===== src/npr_pkg.sv =====
// Constants, layouts and carrier types for the node processor register port.
// Assumes a single 100 MHz clock shared with the processor bus.
package npr_pkg;

	// ----------------------------------------------------------------
	// Widths and register offsets
	// ----------------------------------------------------------------
	localparam int unsigned ADDR_W = 5;
	localparam int unsigned DATA_W = 16;
	localparam int unsigned MEM_AW = 4;

	localparam logic [4:0] ADDR_CONTROL_A        = 5'h00;
	localparam logic [4:0] ADDR_CONTROL_B        = 5'h01;
	localparam logic [4:0] ADDR_EVENT_MASK       = 5'h02;
	localparam logic [4:0] ADDR_SIGNAL_BITS_OUT  = 5'h03;
	localparam logic [4:0] ADDR_SIGNAL_BITS_CNT  = 5'h04;
	localparam logic [4:0] ADDR_MAX_NOISE_TIME   = 5'h0d;
	localparam logic [4:0] ADDR_PHASE_TIMER_LOAD = 5'h0e;
	localparam logic [4:0] ADDR_NOISE_TIMER_LOAD = 5'h0f;
	localparam logic [4:0] ADDR_STATUS_A         = 5'h10;
	localparam logic [4:0] ADDR_STATUS_B         = 5'h11;
	localparam logic [4:0] ADDR_PHASE_TIMER_VAL  = 5'h12;
	localparam logic [4:0] ADDR_NOISE_TIMER_VAL  = 5'h13;
	localparam logic [4:0] ADDR_CLOCK_DIVIDER    = 5'h14;
	localparam logic [4:0] ADDR_SELF_TEST        = 5'h15;
	localparam logic [4:0] ADDR_SIGNAL_BITS_IN   = 5'h16;
	localparam logic [4:0] ADDR_EVENT_FLAGS      = 5'h17;
	localparam logic [4:0] ADDR_VIOLATION_COUNT  = 5'h18;
	localparam logic [4:0] ADDR_IDLE_GAP_COUNT   = 5'h19;
	localparam logic [4:0] ADDR_LINK_ERROR_COUNT = 5'h1a;

	// ----------------------------------------------------------------
	// Control register A fields
	// ----------------------------------------------------------------
	localparam int unsigned CA_NOISE_TIMING = 14;
	localparam int unsigned CA_NOISE_WIDE   = 13;
	localparam int unsigned CA_PHASE_WIDE   = 12;
	localparam int unsigned CA_SCRUB        = 11;
	localparam int unsigned CA_PARITY       = 10;
	localparam int unsigned CA_VIOL_OVF     = 9;
	localparam int unsigned CA_GAP_OVF      = 8;
	localparam int unsigned CA_WRAP         = 7;
	localparam logic [15:0] CA_RESET        = 16'h0000;
	localparam logic [15:0] CA_WRITABLE     = 16'h7fff;
	localparam logic [15:0] CA_RESTRICTED   = 16'h3030;

	// ----------------------------------------------------------------
	// Event flag positions
	// ----------------------------------------------------------------
	localparam int unsigned EV_ACCESS_ERROR = 0;
	localparam int unsigned EV_NOISE_EXPIRE = 1;
	localparam int unsigned EV_VIOLATION    = 2;
	localparam int unsigned EV_IDLE_GAP     = 3;
	localparam int unsigned EV_PARITY       = 4;

	// ----------------------------------------------------------------
	// Timing
	// ----------------------------------------------------------------
	localparam int unsigned CLK_MHZ       = 100;
	localparam int unsigned TICK_NS       = 80;
	localparam int unsigned TICK_CYCLES   = (TICK_NS * CLK_MHZ) / 1000;
	localparam int unsigned NOISE_PRE_W   = 2;
	localparam int unsigned PHASE_PRE_W   = 8;
	localparam logic [7:0]  VIOL_OVF_AT   = 8'hff;
	localparam logic [3:0]  GAP_OVF_AT    = 4'hf;

	// ----------------------------------------------------------------
	// Line state codes
	// ----------------------------------------------------------------
	localparam logic [2:0] LS_NOISE  = 3'h0;
	localparam logic [2:0] LS_ACTIVE = 3'h1;
	localparam logic [2:0] LS_IDLE4  = 3'h3;
	localparam logic [2:0] LS_IDLE16 = 3'h7;

	// ----------------------------------------------------------------
	// Carriers and states
	// ----------------------------------------------------------------
	typedef struct packed {
		logic [15:0] status_a;
		logic [15:0] status_b;
		logic [15:0] clock_div;
		logic [15:0] self_test;
		logic [15:0] bits_in;
	} ro_inputs_t;

	typedef struct packed {
		logic pcm_off;
		logic service_state;
		logic connection_signaling_active;
		logic path_override_enable;
	} conn_state_t;

	typedef enum logic [1:0] {BUS_IDLE, BUS_ACCESS, BUS_HELD, BUS_TAIL} bus_state_t;

endpackage


===== src/node_processor_register_port.sv =====
// Register port of the physical layer controller: processor bus cycles,
// the register map, access checks, clear-on-read counters and control A.
// Assumes the processor bus is synchronous to i_mclk and that the other
// status words and event strobes come from logic on the same clock.
`timescale 1ns/1ns

// Contract
// - Illegal write sets access error, register unchanged
// - Write data captured second edge after select
// - One write per select assertion
// - Twenty-seven 16-bit registers at 00 to 1A
// - Event register and counters clear on read
// - Signal bit registers writable only when idle
// - Phase timer load only in service state
// - Noise load needs service state, timing off
// - Reset clears control register A
// - Restricted control bits frozen outside off/service
// - Noise timer loads on leaving idle, expiry event
// - Bit 13 bypasses noise prescaler, 80 ns
// - Bit 12 bypasses phase prescaler, 80 ns
// - Bit 11 scrubs receive bytes to Idle in service state or with path override
// - Bit 10 enables even parity check
// - Bit 9 violation event only on overflow
// - Bit 8 gap event only on overflow
// - Bit 7 drives wrap select low
// - Select sampled on edge, address and direction captured
module node_processor_register_port
(
	input  wire logic                       i_mclk,
	input  wire logic                       i_resetn,
	input  wire logic                       i_cs_n,
	input  wire logic                       i_read_write_select,
	input  wire logic [npr_pkg::ADDR_W-1:0] i_processor_address,
	input  wire logic [npr_pkg::DATA_W-1:0] i_processor_data_bus,
	output logic      [npr_pkg::DATA_W-1:0] o_processor_data_bus,
	output logic                            o_processor_data_oe_n,
	input  wire npr_pkg::conn_state_t       i_conn,
	input  wire npr_pkg::ro_inputs_t        i_ro,
	input  wire logic [2:0]                 i_line_state,
	input  wire logic                       i_unknown_line_state,
	input  wire logic                       i_violation_strobe,
	input  wire logic                       i_gap_strobe,
	input  wire logic                       i_link_error_strobe,
	input  wire logic                       i_tx_valid,
	input  wire logic [9:0]                 i_tx_byte,
	output logic      [npr_pkg::DATA_W-1:0] o_control_a,
	output logic                            o_rx_idle,
	output logic                            o_wrap_select_n
);
	import npr_pkg::*;

	bus_state_t        state;
	logic [ADDR_W-1:0] addr;
	logic              rw;
	logic              do_op;
	logic              wr_op;
	logic              rd_op;
	logic              wr_ok;
	logic              wr_err;
	logic              mem_target;
	logic              mem_we;
	logic [MEM_AW-1:0] mem_addr;
	logic [DATA_W-1:0] mem_rdata;
	logic [DATA_W-1:0] read_value;
	logic [DATA_W-1:0] control_a;
	logic [DATA_W-1:0] ca_keep;
	logic [DATA_W-1:0] event_flags;
	logic [DATA_W-1:0] event_set;
	logic [DATA_W-1:0] violation_count;
	logic [DATA_W-1:0] idle_gap_count;
	logic [DATA_W-1:0] link_error_count;
	logic [DATA_W-1:0] max_noise_time;
	logic [DATA_W-1:0] noise_event_timer;
	logic [DATA_W-1:0] connection_phase_timer;
	logic [3:0]        tick_cnt;
	logic              tick;
	logic [NOISE_PRE_W-1:0] noise_pre;
	logic [PHASE_PRE_W-1:0] phase_pre;
	logic              noise_step;
	logic              phase_step;
	logic              noise_run;
	logic              line_idle;
	logic              prev_idle;
	logic              leave_idle;
	logic              noise_armed;
	logic              noise_expire;

	// ----------------------------------------------------------------
	// Processor bus cycle
	// ----------------------------------------------------------------
	// Address and direction are caught on the edge that sees select low;
	// the access itself happens on the next edge, exactly once.
	always_ff @(posedge i_mclk or negedge i_resetn)
	begin
		if (!i_resetn)
		begin
			state <= BUS_IDLE;
			addr  <= 5'h00;
			rw    <= 1'b1;
		end
		else
		begin
			case (state)
				BUS_IDLE:
					if (!i_cs_n)
					begin
						state <= BUS_ACCESS;
						addr  <= i_processor_address;
						rw    <= i_read_write_select;
					end
				BUS_ACCESS:
					state <= i_cs_n ? BUS_TAIL : BUS_HELD;
				BUS_HELD:
					if (i_cs_n)
						state <= BUS_TAIL;
				BUS_TAIL:
					state <= BUS_IDLE;
				default:
					state <= BUS_IDLE;
			endcase
		end
	end

	assign do_op = (state == BUS_ACCESS);
	assign wr_op = do_op && !rw;
	assign rd_op = do_op && rw;

	// Data bus drive window: from the select edge to the first edge
	// after select is seen high again
	always_ff @(posedge i_mclk or negedge i_resetn)
	begin
		if (!i_resetn)
			o_processor_data_oe_n <= 1'b1;
		else if (state == BUS_IDLE && !i_cs_n && i_read_write_select)
			o_processor_data_oe_n <= 1'b0;
		else if (state == BUS_TAIL)
			o_processor_data_oe_n <= 1'b1;
	end

	// Read data latched once; holding select keeps it on the bus
	always_ff @(posedge i_mclk or negedge i_resetn)
	begin
		if (!i_resetn)
			o_processor_data_bus <= 16'h0000;
		else if (rd_op)
			o_processor_data_bus <= read_value;
	end

	// ----------------------------------------------------------------
	// Write permission decode
	// ----------------------------------------------------------------
	always_comb
	begin
		wr_ok      = 1'b0;
		mem_target = 1'b0;
		if (addr == ADDR_CONTROL_A)
			wr_ok = 1'b1;
		else if (addr == ADDR_SIGNAL_BITS_OUT || addr == ADDR_SIGNAL_BITS_CNT)
		begin
			wr_ok      = !i_conn.connection_signaling_active;
			mem_target = 1'b1;
		end
		else if (addr <= ADDR_MAX_NOISE_TIME)
		begin
			wr_ok      = 1'b1;
			mem_target = 1'b1;
		end
		else if (addr == ADDR_PHASE_TIMER_LOAD)
			wr_ok = i_conn.service_state;
		else if (addr == ADDR_NOISE_TIMER_LOAD)
			wr_ok = i_conn.service_state && !control_a[CA_NOISE_TIMING];
		else
			wr_ok = 1'b0;
	end

	assign wr_err   = wr_op && !wr_ok;
	assign mem_we   = wr_op && wr_ok && mem_target;
	// Read address must reach the store on the select edge itself
	assign mem_addr = (state == BUS_IDLE) ? i_processor_address[MEM_AW-1:0]
		: addr[MEM_AW-1:0];

	reg_store u_store
	(
		.i_mclk   (i_mclk),
		.i_resetn (i_resetn),
		.i_we     (mem_we),
		.i_addr   (mem_addr),
		.i_wdata  (i_processor_data_bus),
		.o_rdata  (mem_rdata)
	);

	// ----------------------------------------------------------------
	// Read data selection
	// ----------------------------------------------------------------
	always_comb
	begin
		if (addr == ADDR_CONTROL_A)
			read_value = control_a & CA_WRITABLE;
		else if (addr <= ADDR_MAX_NOISE_TIME)
			read_value = mem_rdata;
		else if (addr == ADDR_STATUS_A)
			read_value = i_ro.status_a;
		else if (addr == ADDR_STATUS_B)
			read_value = i_ro.status_b;
		else if (addr == ADDR_PHASE_TIMER_VAL)
			read_value = connection_phase_timer;
		else if (addr == ADDR_NOISE_TIMER_VAL)
			read_value = noise_event_timer;
		else if (addr == ADDR_CLOCK_DIVIDER)
			read_value = i_ro.clock_div;
		else if (addr == ADDR_SELF_TEST)
			read_value = i_ro.self_test;
		else if (addr == ADDR_SIGNAL_BITS_IN)
			read_value = i_ro.bits_in;
		else if (addr == ADDR_EVENT_FLAGS)
			read_value = event_flags;
		else if (addr == ADDR_VIOLATION_COUNT)
			read_value = violation_count;
		else if (addr == ADDR_IDLE_GAP_COUNT)
			read_value = idle_gap_count;
		else if (addr == ADDR_LINK_ERROR_COUNT)
			read_value = link_error_count;
		else
			read_value = 16'h0000;
	end

	// ----------------------------------------------------------------
	// Control register A
	// ----------------------------------------------------------------
	// Restricted bits keep their value unless the connection is off or
	// in service; the rest update on every write
	assign ca_keep = (i_conn.pcm_off || i_conn.service_state) ? 16'h0000 : CA_RESTRICTED;

	always_ff @(posedge i_mclk or negedge i_resetn)
	begin
		if (!i_resetn)
			control_a <= CA_RESET;
		else if (wr_op && addr == ADDR_CONTROL_A)
			control_a <= ((i_processor_data_bus & ~ca_keep) | (control_a & ca_keep))
				& CA_WRITABLE;
	end

	// Shadow of the maximum noise time for the noise timer
	always_ff @(posedge i_mclk or negedge i_resetn)
	begin
		if (!i_resetn)
			max_noise_time <= 16'h0000;
		else if (mem_we && addr == ADDR_MAX_NOISE_TIME)
			max_noise_time <= i_processor_data_bus;
	end

	// Path control outputs
	always_ff @(posedge i_mclk or negedge i_resetn)
	begin
		if (!i_resetn)
		begin
			o_control_a     <= CA_RESET;
			o_rx_idle       <= 1'b0;
			o_wrap_select_n <= 1'b1;
		end
		else
		begin
			o_control_a     <= control_a;
			o_rx_idle       <= control_a[CA_SCRUB]
				&& (i_conn.service_state || i_conn.path_override_enable);
			o_wrap_select_n <= !control_a[CA_WRAP];
		end
	end

	// ----------------------------------------------------------------
	// Timer time base
	// ----------------------------------------------------------------
	// One pulse per 80 ns; prescalers are skipped in the wide modes
	always_ff @(posedge i_mclk or negedge i_resetn)
	begin
		if (!i_resetn)
			tick_cnt <= 4'h0;
		else if (tick)
			tick_cnt <= 4'h0;
		else
			tick_cnt <= tick_cnt + 4'h1;
	end

	assign tick = (tick_cnt == 4'(TICK_CYCLES - 1));

	always_ff @(posedge i_mclk or negedge i_resetn)
	begin
		if (!i_resetn)
		begin
			noise_pre <= '0;
			phase_pre <= '0;
		end
		else if (tick)
		begin
			noise_pre <= noise_pre + 1'b1;
			phase_pre <= phase_pre + 1'b1;
		end
	end

	assign noise_step = tick && (control_a[CA_NOISE_WIDE] || (&noise_pre));
	assign phase_step = tick && (control_a[CA_PHASE_WIDE] || (&phase_pre));

	// ----------------------------------------------------------------
	// Connection phase timer
	// ----------------------------------------------------------------
	always_ff @(posedge i_mclk or negedge i_resetn)
	begin
		if (!i_resetn)
			connection_phase_timer <= 16'h0000;
		else if (wr_op && wr_ok && addr == ADDR_PHASE_TIMER_LOAD)
			connection_phase_timer <= i_processor_data_bus;
		else if (phase_step)
			connection_phase_timer <= connection_phase_timer + 16'h0001;
	end

	// ----------------------------------------------------------------
	// Noise event timer
	// ----------------------------------------------------------------
	// Line state comes from logic on this clock, so no synchroniser
	assign line_idle   = !i_unknown_line_state
		&& (i_line_state == LS_IDLE4 || i_line_state == LS_IDLE16);
	assign leave_idle  = prev_idle && (i_unknown_line_state
		|| i_line_state == LS_NOISE || i_line_state == LS_ACTIVE);
	assign noise_armed = control_a[CA_NOISE_TIMING] && i_conn.service_state;
	assign noise_expire = noise_run && noise_step && (&noise_event_timer);

	always_ff @(posedge i_mclk or negedge i_resetn)
	begin
		if (!i_resetn)
			prev_idle <= 1'b0;
		else
			prev_idle <= line_idle;
	end

	always_ff @(posedge i_mclk or negedge i_resetn)
	begin
		if (!i_resetn)
		begin
			noise_event_timer <= 16'h0000;
			noise_run         <= 1'b0;
		end
		else if (noise_armed && leave_idle)
		begin
			noise_event_timer <= max_noise_time;
			noise_run         <= 1'b1;
		end
		else if (wr_op && wr_ok && addr == ADDR_NOISE_TIMER_LOAD)
			noise_event_timer <= i_processor_data_bus;
		else if (!noise_armed || line_idle || noise_expire)
			noise_run <= 1'b0;
		else if (noise_run && noise_step)
			noise_event_timer <= noise_event_timer + 16'h0001;
	end

	// ----------------------------------------------------------------
	// Error and idle counters, cleared on read
	// ----------------------------------------------------------------
	// A count arriving with the clearing read survives as one
	always_ff @(posedge i_mclk or negedge i_resetn)
	begin
		if (!i_resetn)
			violation_count <= 16'h0000;
		else if (rd_op && addr == ADDR_VIOLATION_COUNT)
			violation_count <= {15'h0000, i_violation_strobe};
		else if (i_violation_strobe)
			violation_count <= violation_count + 16'h0001;
	end

	always_ff @(posedge i_mclk or negedge i_resetn)
	begin
		if (!i_resetn)
			idle_gap_count <= 16'h0000;
		else if (rd_op && addr == ADDR_IDLE_GAP_COUNT)
			idle_gap_count <= {15'h0000, i_gap_strobe};
		else if (i_gap_strobe)
			idle_gap_count <= idle_gap_count + 16'h0001;
	end

	always_ff @(posedge i_mclk or negedge i_resetn)
	begin
		if (!i_resetn)
			link_error_count <= 16'h0000;
		else if (rd_op && addr == ADDR_LINK_ERROR_COUNT)
			link_error_count <= {15'h0000, i_link_error_strobe};
		else if (i_link_error_strobe)
			link_error_count <= link_error_count + 16'h0001;
	end

	// ----------------------------------------------------------------
	// Event flags
	// ----------------------------------------------------------------
	always_comb
	begin
		event_set = 16'h0000;
		event_set[EV_ACCESS_ERROR] = wr_err;
		event_set[EV_NOISE_EXPIRE] = noise_expire;
		event_set[EV_VIOLATION] = i_violation_strobe && (!control_a[CA_VIOL_OVF]
			|| violation_count[7:0] == VIOL_OVF_AT);
		event_set[EV_IDLE_GAP] = i_gap_strobe && (!control_a[CA_GAP_OVF]
			|| idle_gap_count[3:0] == GAP_OVF_AT);
		event_set[EV_PARITY] = i_tx_valid && control_a[CA_PARITY] && (^i_tx_byte);
	end

	// Set wins over the clearing read
	always_ff @(posedge i_mclk or negedge i_resetn)
	begin
		if (!i_resetn)
			event_flags <= 16'h0000;
		else if (rd_op && addr == ADDR_EVENT_FLAGS)
			event_flags <= event_set;
		else
			event_flags <= event_flags | event_set;
	end

endmodule


===== src/reg_store.sv =====
// Small register store for the plain read/write words.
// Assumes one writer and one reader on the same clock; read data registered.
`timescale 1ns/1ns
module reg_store
(
	input  wire logic                      i_mclk,
	input  wire logic                      i_resetn,
	input  wire logic                      i_we,
	input  wire logic [npr_pkg::MEM_AW-1:0] i_addr,
	input  wire logic [npr_pkg::DATA_W-1:0] i_wdata,
	output logic      [npr_pkg::DATA_W-1:0] o_rdata
);
	import npr_pkg::*;

	logic [DATA_W-1:0] words [2**MEM_AW];

	// ----------------------------------------------------------------
	// Storage, cleared by reset like every writable register
	// ----------------------------------------------------------------
	for (genvar k = 0; k < 2**MEM_AW; k++)
	begin : g_word
		always_ff @(posedge i_mclk or negedge i_resetn)
		begin
			if (!i_resetn)
				words[k] <= 16'h0000;
			else if (i_we && i_addr == MEM_AW'(k))
				words[k] <= i_wdata;
		end
	end

	// Registered read port
	always_ff @(posedge i_mclk or negedge i_resetn)
	begin
		if (!i_resetn)
			o_rdata <= 16'h0000;
		else
			o_rdata <= words[i_addr];
	end

endmodule


===== config.mk =====
export PLATFORM = sky130hd
export DESIGN_NAME = node_processor_register_port
export DESIGN_NICKNAME = d
export VERILOG_FILES = /design/src/npr_pkg.sv /design/src/node_processor_register_port.sv /design/src/reg_store.sv
export SDC_FILE = /design/constraint.sdc
export NUM_CORES = 1
export LEC_CHECK = 0
export BUFFER_PORTS_ARGS = -buffer_cell sky130_fd_sc_hd__buf_2
export CORE_ASPECT_RATIO = 1.25
export CORE_MARGIN = 10
export CORE_UTILIZATION = 50
export CTS_CLUSTER_DIAMETER = 120
export CTS_CLUSTER_SIZE = 8
export DETAILED_ROUTE_END_ITERATION = 16
export PLACE_DENSITY = 0.75
export SLEW_MARGIN = 20
export SYNTH_ARGS = -nofsm -noshare
export SYNTH_HDL_FRONTEND = slang
export SYNTH_SLANG_ARGS = --single-unit
export TNS_END_PERCENT = 5

===== constraint.sdc =====
create_clock -name i_mclk -period 3 [get_ports i_mclk]
set_input_delay 0.75 -clock i_mclk [delete_from_list [all_inputs] [get_ports i_mclk]]
set_output_delay 0.75 -clock i_mclk [all_outputs]
set_load 0.02 [all_outputs]

# ---- After elaboration in Yosys (flattened, before gate mapping)
# Index checks and enable logic that the tools add are counted.
dict set report totals {
  ff_bits 457
  latch_bits 0
  mem_bits_rw 0
  mem_bits_ro 0
  input_bits 127
  out_inout_bits 35
  wordCells 234
  mem_count 0
}
dict set report op_classes {
  addsub 8
  mul 0
  div_mod_pow 0
  order_cmp 2
  n_eq_ne 44
  shifts 0
  n_mux 49
  n_bitwise 7
  reduce_logical 86
}
# operator n
set ops {}
lappend ops {{16-bit 2-to-1 mux} 28}
lappend ops {{16-bit by 1-bit adder with 16-bit output (second input constant)} 5}
lappend ops {{16-bit binary-select mux with 4-bit select} 1}
lappend ops {{5-bit equality test (second input constant)} 11}
lappend ops {{1-bit logical AND} 45}
lappend ops {{4-bit equality test (second input constant)} 9}
lappend ops {{4-bit by 3-bit equality test with 1-bit output (second input constant)} 5}
lappend ops {{16-bit by 5-bit OR with 16-bit output} 1}
lappend ops {{16-bit AND reduction} 1}
lappend ops {{15-bit by 14-bit AND with 15-bit output} 1}
lappend ops {{15-bit AND} 1}
lappend ops {{5-bit by 4-bit equality test with 1-bit output (second input constant)} 3}
lappend ops {{14-bit inverter with 15-bit output} 1}
lappend ops {{15-bit OR} 1}
lappend ops {{1-bit 2-to-1 mux} 14}
lappend ops {{14-bit 2-to-1 mux} 1}
lappend ops {{1-bit logical OR} 12}
lappend ops {{2-bit nonzero test} 6}
lappend ops {{1-bit zero test} 10}
lappend ops {{2-bit AND reduction} 5}
lappend ops {{10-bit parity} 1}
lappend ops {{8-bit by 1-bit adder with 8-bit output (second input constant)} 1}
lappend ops {{4-bit by 2-bit equality test with 1-bit output (second input constant)} 2}
lappend ops {{8-bit equality test (second input constant)} 1}
lappend ops {{25 further kinds} 30}

# ---- Depth between registers and ports, before layout
# Gate-level depths: netlist of the first run.
dict set report logic_depth {
  ltp_word 14
  ltp_mapped 10
  mapped_depth_nobuf 8
}

# ---- Modules after synthesis
# A second synthesis of the first run with hierarchy kept.
dict set report hier_totals {
  hier_cells 1776
  area_unflattened_um2 21763.4
}
# module instances cells_each area_each_um2
set modules_own_cells {}
lappend modules_own_cells {reg_store 1 728 11935.2}
lappend modules_own_cells {node_processor_register_port 1 1048 9828.2}

# ---- Least setup slack after synthesis of the first run
# OpenSTA, ideal clock, no wires.
dict set report synth_timing {
  path_kind {register to register}
  start {register state[0]}
  end {register u_store.o_rdata[4] (netlist bit)}
  t_arrival_ns 2.499
  t_required_ns 2.859
  slack_ns 0.359
  path_stages_with_launch 11
  path_cell_list {dfrtp_1 -> inv_1 -> ha_1 -> buf_4 -> mux2i_4 -> buf_2 -> buf_2 -> mux4_2 -> and2_1 -> a211oi_1 -> a31oi_1}
}
dict set report synth_via {
  elab_chain_len 6
}
# item line_no
set synth_rtl {}
lappend synth_rtl {{start, declared} node_processor_register_port.sv:52} ;# bus_state_t state;
lappend synth_rtl {{start signal, assigned} node_processor_register_port.sv:112} ;# state <= i_cs_n ? BUS_TAIL : BUS_HELD;
lappend synth_rtl {{2-bit zero test} node_processor_register_port.sv:179} ;# assign mem_addr = (state == BUS_IDLE) ? i_processor_address[MEM_AW-1:0]
lappend synth_rtl {{4-bit 2-to-1 mux} node_processor_register_port.sv:179}
lappend synth_rtl {{4-bit inverter with 5-bit output (implied by the code)} reg_store.sv:37} ;# o_rdata <= words[i_addr];
lappend synth_rtl {{16-bit binary-select mux with 4-bit select} reg_store.sv:37}
lappend synth_rtl {{16-bit 2-to-1 mux (implied by the code) (2 in series)} reg_store.sv:37}
lappend synth_rtl {{end signal, assigned} reg_store.sv:37}
lappend synth_rtl {{end, declared} reg_store.sv:11} ;# output logic [npr_pkg::DATA_W-1:0] o_rdata
# Every way passes these cells. The select of a mux whose other input is x is not followed.
# A chain may end at the register's enable or synchronous reset.

# ---- Worst setup path after layout of the first run
dict set report layout_timing {
  start {register state[1]}
  end {register u_store.o_rdata[8] (netlist bit)}
}
# Same word-level chain as after synthesis.

==> flow_metrics.py, run 1 <==
metrics = {
    "floorplan": {
        "rows": 87,
        "die_x_um": 211,
        "floorplan.die.height_um": 259,
        "initial_utilization": 0.506,
        "die_area_sq_um": 54600,
        "ioPinCount": 162,
        "core_area_sq_um": 45100,
    },
    "timing": {
        "post-route-period-util": 0.946,
        "timing_max_transition_violations_final": 0,
        "maxClockFrequency_mhz": 352,
        "worst_clock_skew_ns": 0.0319,
        "worstMarginPinSlew_ns": 0.950,
        "hold_violations": 0,
        "worst_slew_margin_rel": 0.365,
        "finalHoldWorstSlack_ns": 0.128,
        "rsz_0062_raised_after_global_routing": "no",
        "finalSetupViolCount": 0,
        "layout_min_cycle_time_ns": 2.84,
    },
    "drt": {
        "routed.top_layer": "met4",
        "route.detailed.wl_per_inst_um": 24.4,
        "wl_met2_um": 32800,
        "wl_met3_um": 3860,
        "wl_um": 64300,
        "remaining_drc_errors": 0,
        "route.vias.total": 16277,
        "drtAntennaViolNets": 0,
        "dr_vias_cell": 6.17,
        "routedLengthMet1_um": 24400,
        "drt-initial-drc-count": 1286,
        "firstDrtPassIters": 5,
    },
    "place": {
        "gp_congestion": 0.966,
        "place.port_buffers": 160,
        "detailed_place.area_sq_um": 24500,
        "place.detailed.hpwl_um": 45100,
    },
    "clocking": {
        "cts_hold_buf": 0,
        "clkLatencyLatePin_ns": 0.62,
        "cts-buffers-inserted": 61,
        "clock_tree_from_tritoncts": "built",
        "numClockSinks": 446,
        "cts-root-buf": "clkbuf_16",
        "path_clk_slew_ns": 0.05,
        "clk_path_buf_depth": 3,
        "htree_num_levels": 2,
    },
    "global_route": {
        "vias_in_the_first_global_route": 17479,
        "grt_usage": 0.234,
        "grt.overflow.total": 0,
        "grt_start_max_net_pins": 83,
        "antenna_found_initial": 0,
        "grt_pass1_wl_um": 101000,
    },
    "setup_path": {
        "critical_path.reg2reg.startpoint": "state[1]$_DFFE_PN0P_",
        "max_stage_delay_ns": 0.52,
        "required_ns": 3.45,
        "timing.critical_path.from_type": "flop",
        "worst-setup-path-type": "flop to flop",
        "cp-startpoint": "state[1]$_DFFE_PN0P_",
        "cpMaxStageDelayCell": "mux4_2",
        "crit_chain": "inv_1 > ha_2 > buf_4 > mux2i_4 > buf_12 > mux4_2 > and2_1 > a211oi_1 > a31oi_1",
        "crit_path_end_kind": "flop",
        "crit_fanout": 23,
        "worst-endpoint-arrival_ns": 3.29,
    },
    "finish": {
        "post_route_cells_drive_above_1_share": 0.343,
        "fill_cells": 3556,
        "post-route-cell-area_sq_um": 26200,
        "antenna_cells_inserted": 0,
        "nNetsFinal": 2176,
        "layout-area-overhead-vs-synth_pct": 14.9,
    },
    "pwr": {
        "comb_power_share": 0.382,
        "power_switching_share": 0.366,
        "sequentialPowerShare": 0.379,
        "switchingPower_w": 0.00962,
        "worst_ir_drop_vdd_uv": 740,
        "power-per-cell-area_nw_per_um2": 1000,
        "p_leak_nw": 11.8,
        "power.share.clock": 0.239,
        "intPower_w": 0.0167,
    },
    "yosys": {
        "netlist_area_before_placement_sq_um": 22800,
        "netlist.area_leader.share": 0.486,
        "most_frequent_cells_after_synthesis": "443 x dfrtp_1, 183 x mux2_2, 124 x nand2_1",
        "synthesis.instances": 1866,
        "post_synth_num_cell_types": 76,
        "synth_edf_count": 0,
        "synth_sequential_area_ratio": 0.490,
        "synth-async-reset-ratio": 1.00,
        "synth-seq-cells": 446,
        "synth_area_per_cell_sq_um": 12.2,
        "yosys_warnings": 0,
        "synth_top_cell_by_area": "dfrtp_1",
        "netlist_top_cells_area": "dfrtp_1 49%, mux2_2 9.0%, mux2_4 6.6%, mux4_2 6.3%, nand2_1 2.0%",
        "synth.most_common_cell": "dfrtp_1",
        "synth_top_flop_cell": "dfrtp_1",
        "synth.net_count": 2006,
    },
    "run": {
        "drv_cap": 0,
    },
    "run_status": {
        "run_status": "finished, final reports clean",
    },
    "min_path": {
        "min-delay-path-class": "input pin to async pin",
    },
}
==> layout make-up <==
type,instances,area (sq um),share of cell area
Clock inverter,3,66.3,0.00253
Clock buffer,85,1630,0.0621
Sequential cell,446,11200,0.426
Multi-Input combinational cell,1256,10900,0.416
Tap cell,578,723,0.0276
Inverter,16,60.1,0.00229
Timing Repair Buffer,255,1660,0.0633
==> worst max-delay path, delay by kind of cell, from the launching register on <==
kind	cells	cell delay (ns)
muxes	2	0.90
buffers and inverters	3	0.51
DFF	1	0.41
AOI/OAI and AO/OA	2	0.40
adders and majority gates	1	0.23
and+or+nand+nor	1	0.19
==> path summary, 6_finish.rpt <==
path | endpoint | slack [ns] | depth (start not counted)
setup reg to reg | u_store.o_rdata[8]$_DFF_PN0_ | 0.16 | 9
setup / recovery | u_store.o_rdata[8]$_DFF_PN0_ | 0.16 | 9
max in group asynchronous | u_store.words[238]$_DFFE_PN0P_ | 2.03 | 2
hold / removal | u_store.words[175]$_DFFE_PN0P_ | 0.13 | 1
min in group i_mclk | o_processor_data_oe_n$_DFFE_PN1P_ | 0.30 | 2
hold reg to reg | o_control_a[3]$_DFF_PN0_ | 0.40 | 0
==> per-layer routing <==
metal  GRT usage  vias to the layer above
li1            -                     7126
met1       0.270                     8294
met5           0                        -
met3      0.0386                      182
met2       0.408                      675
met4       0.130                        0
==> placed cells by master (no fill, tap or decap), drive strengths merged, types with 7 or more instances in the layout <==
cell	synthesis	final
a22oi	14	14
a211o	9	9
xor2	48	48
o211ai	8	8
o21ai	75	75
nand2	124	124
a22o	10	10
nor4	8	8
nand3	49	49
a21oi	78	78
mux2i	16	16
o41ai	7	7
nor2b	7	7
ha	13	13
dfrtp	443	443
buf	52	255
and2	21	21
or3	11	11
mux4	64	64
xnor2	38	38
a221oi	8	8
o21a	11	11
a21o	9	9
o2bb2ai	7	7
inv	16	17
nor3	31	31
nand4	25	25
mux2	306	306
clkbuf	96	85
and3	19	19
a32oi	8	8
nand2b	18	18
a31oi	18	18
a211oi	29	29
nor2	117	117
==> repair_timing <==
action | in CTS | in global routing
pin swaps | 0 | 1
buffers inserted | 1 | 0
cloned | 0 | 0
endpoints found under the setup margin | 5 | 123
gates resized for setup | 0 | 8
==> sequential cells by signal, summed over array words and instances, names as in the netlist, 16 cells and up <==
register,cells
u_store.o_rdata,16
noise_event_timer,16
link_error_count,16
u_store.words,256
connection_phase_timer,16
idle_gap_count,16
max_noise_time,16
o_processor_data_bus,16
violation_count,16
==> per-stage QoR <==
step / util / total power (W) / setup TNS (ns) / std cells / setup slack (ns)
2_1_floorplan: - / 0.0166 / 0 / 1866 / 0.359
3_3_place_gp: 0.543 / 0.0195 / -0.0236 / 2550 / -0.0236
3_5_place_dp: 0.543 / 0.0198 / -0.0227 / 2550 / -0.0227
4_1_cts: 0.580 / 0.0263 / 0 / 2639 / 0.0208
5_1_grt: 0.581 / 0.0276 / 0 / 2639 / 0.0328
6_report: 0.581 / 0.0263 / 0 / 2639 / 0.162
==> power groups by stage <==
stage	Combinational, W	Clock (W)	Sequential [W]
5_1_grt	0.0108	0.00662	0.0102
2_1_floorplan	0.00718	0	0.00943
6_report	0.0100	0.00628	0.00998
4_1_cts	0.00997	0.00636	0.00992
3_3_place_gp	0.00962	0	0.00984
3_5_place_dp	0.00986	0	0.00997
==> cell families after synthesis <==
logic type | share of synthesized area
AO/OA/AOI/OAI | 0.0917
XOR/XNOR | 0.0330
adder cells (fa/ha/maj) | 0.00713
buffers and inverters | 0.0340
flip-flops | 0.490
multiplexers | 0.240
other | 0.000164
AND/OR/NAND/NOR | 0.105
Power figures use the tool's default switching activity.
==> inputs of run 2 (changes only) <==
--- a/config.mk
+++ b/config.mk
@@ -5,7 +5,7 @@
 export SDC_FILE = /design/constraint.sdc
 export NUM_CORES = 1
 export LEC_CHECK = 0
-export BUFFER_PORTS_ARGS = -buffer_cell sky130_fd_sc_hd__buf_2
+export BUFFER_PORTS_ARGS = -buffer_cell sky130_fd_sc_hd__buf_4
 export CORE_ASPECT_RATIO = 1.25
 export CORE_MARGIN = 10
 export CORE_UTILIZATION = 50
==> constraint.sdc (replaced) <==
create_clock -name i_mclk -period 3.45 [get_ports i_mclk]
set_input_delay 0.8625 -clock i_mclk [delete_from_list [all_inputs] [get_ports i_mclk]]
set_output_delay 0.8625 -clock i_mclk [all_outputs]
set_load 0.02 [all_outputs]
==> run 2 against run 1 <==
Effect of this change:
- power shrank 13%
- register-to-register slack gained 0.22 ns
- cell count shrank 0.30%
- count of clock-buffer cells in the layout grew 1
- worst hold slack gained 0.14 ns
- clock skew shrank 0.016 ns
- combinational power shrank 13%
- fmax shrank 7.5%
- sequential power shrank 13%
- critical path type unchanged
- largest cell class unchanged
==> flow_metrics.py, run 2 (same netlist as run 1, synthesis figures left out) <==
metrics = {
    "finish": {
        "mostFrequentLayoutCell": "dfrtp_1",
        "max_reg_flops": 256,
        "footprint_of_the_flip_flops_and_latches_sq_um": 11200,
        "multiInputGateArea_sq_um": 10900,
        "fin_util": 0.589,
        "layout-area-overhead-vs-synth_pct": 16.4,
        "post_route_cells_drive_above_1_share": 0.337,
        "antenna_cells_inserted": 0,
        "layout.cells.most_common_list": "441 x dfrtp_1, 233 x buf_4, 183 x mux2_2, 124 x nand2_1, 116 x nor2_1",
        "max_flop_register": "u_store.words",
        "post-route-cell-area_sq_um": 26500,
        "fill_cells": 3560,
        "nNetsFinal": 2168,
    },
    "floorplan": {
        "rows": 87,
        "floorplan.die.height_um": 259,
        "initial_utilization": 0.506,
        "core_area_sq_um": 45100,
        "die_area_sq_um": 54600,
        "ioPinCount": 162,
        "die_x_um": 211,
    },
    "clocking": {
        "postCtsSetupBuffers": 0,
        "numClockSinks": 446,
        "clkLatencyLatePin_ns": 0.61,
        "path_clk_slew_ns": 0.05,
        "clock_tree_from_tritoncts": "built",
        "cts-root-buf": "clkbuf_16",
        "clk_path_buf_depth": 3,
        "post_cts.resized_instances": 0,
        "htree_num_levels": 2,
        "cts-buffers-inserted": 61,
        "cts_hold_buf": 0,
    },
    "drt": {
        "wl_um": 64500,
        "route.vias.total": 16120,
        "drtAntennaViolNets": 0,
        "firstDrtPassIters": 5,
        "dr_vias_cell": 6.13,
        "route.detailed.wl_per_inst_um": 24.5,
        "drt-initial-drc-count": 1368,
        "remaining_drc_errors": 0,
    },
    "timing": {
        "worst_clock_skew_ns": 0.0159,
        "rsz_0062_raised_after_global_routing": "no",
        "fin_tns_setup_ns": 0,
        "worst_slew_margin_rel": 0.348,
        "layout_min_cycle_time_ns": 3.07,
        "post-route-period-util": 0.889,
        "timing_max_transition_violations_final": 0,
        "worstMarginPinSlew_ns": 0.978,
        "maxClockFrequency_mhz": 326,
        "finalSetupViolCount": 0,
        "hold_violations": 0,
    },
    "setup_path": {
        "required_ns": 3.93,
        "r2r_setup_slack_ns": 0.38,
        "timing.critical_path.from_type": "flop",
        "crit_path_end_kind": "flop",
        "crit_fanout": 11,
        "worst-setup-path-type": "flop to flop",
        "worst-endpoint-arrival_ns": 3.55,
    },
    "global_route": {
        "grt.overflow.total": 0,
        "grt_pass1_wl_um": 101000,
        "grt_start_max_net_pins": 85,
        "vias_in_the_first_global_route": 17188,
        "grt_usage": 0.235,
        "antenna_found_initial": 0,
    },
    "run": {
        "drv_cap": 0,
    },
    "place": {
        "place.detailed.hpwl_um": 46300,
        "place.port_buffers": 160,
        "gp_congestion": 0.937,
        "detailed_place.area_sq_um": 24800,
    },
    "pwr": {
        "worst_ir_drop_vdd_uv": 479,
        "p_leak_nw": 11.9,
        "power-per-cell-area_nw_per_um2": 864,
    },
    "min_path": {
        "min-delay-path-class": "input pin to async pin",
    },
    "run_status": {
        "run_status": "finished, final reports clean",
    },
}
-- run 2: cell type report --
type	instances	area share
Clock inverter	2	0.00137
Tap cell	578	0.0273
Sequential cell	446	0.421
Multi-Input combinational cell	1256	0.410
Timing Repair Buffer	247	0.0763
Inverter	16	0.00226
Clock buffer	86	0.0623
-- run 2: routing by layer --
layer | wire [um] | GRT usage
met1 | 24600 | 0.273
met2 | 33200 | 0.413
met3 | 3670 | 0.0393
met4 | 3100 | 0.117
met5 | 0 | 0
-- run 2: worst paths after layout --
kind / end / cells past startpoint / from
setup / recovery: u_store.words[75]$_DFFE_PN0P_ / 8 / state[0]$_DFFE_PN0P_
hold / removal: u_store.words[131]$_DFFE_PN0P_ / 1 / i_resetn
setup reg to reg: u_store.words[75]$_DFFE_PN0P_ / 8 / state[0]$_DFFE_PN0P_
min in group i_mclk: o_control_a[0]$_DFF_PN0_ / 0 / control_a[0]$_DFFE_PN0P_
max in group asynchronous: o_wrap_select_n$_DFF_PN1_ / 2 / i_resetn
hold reg to reg: o_control_a[0]$_DFF_PN0_ / 0 / control_a[0]$_DFFE_PN0P_
-- run 2: report_power, final --
part           switching (W)  leakage, nW  internal [W]
clock network        0.00222        0.815       0.00325
logic                0.00449         5.34       0.00425
registers            0.00159         5.80       0.00713
total                0.00830         11.9        0.0146
-- run 2: critical path, cell delays in order, from the launching register on --
cell and delay (ns):
dfrtp_1 0.41, inv_1 0.16, ha_1 0.32, buf_4 0.24, mux2i_4 0.47, nand2_1 0.35, nor4_4 0.38, buf_4 0.26
mux2_2 0.36
-- run 2: through the flow --
| stage | hold slack, ns | setup slack, ns | total power, W | instances |
|---|---|---|---|---|
| finish | 0.265 | 0.383 | 0.0229 | 2631 |
| global route | 0.310 | 0.236 | 0.0241 | 2631 |
| CTS | 0.299 | 0.374 | 0.0230 | 2631 |
| detailed placement | 0.389 | 0.429 | 0.0174 | 2543 |
| global placement | 0.392 | 0.490 | 0.0171 | 2543 |
| floorplan | 0.363 | 0.809 | 0.0144 | 1866 |
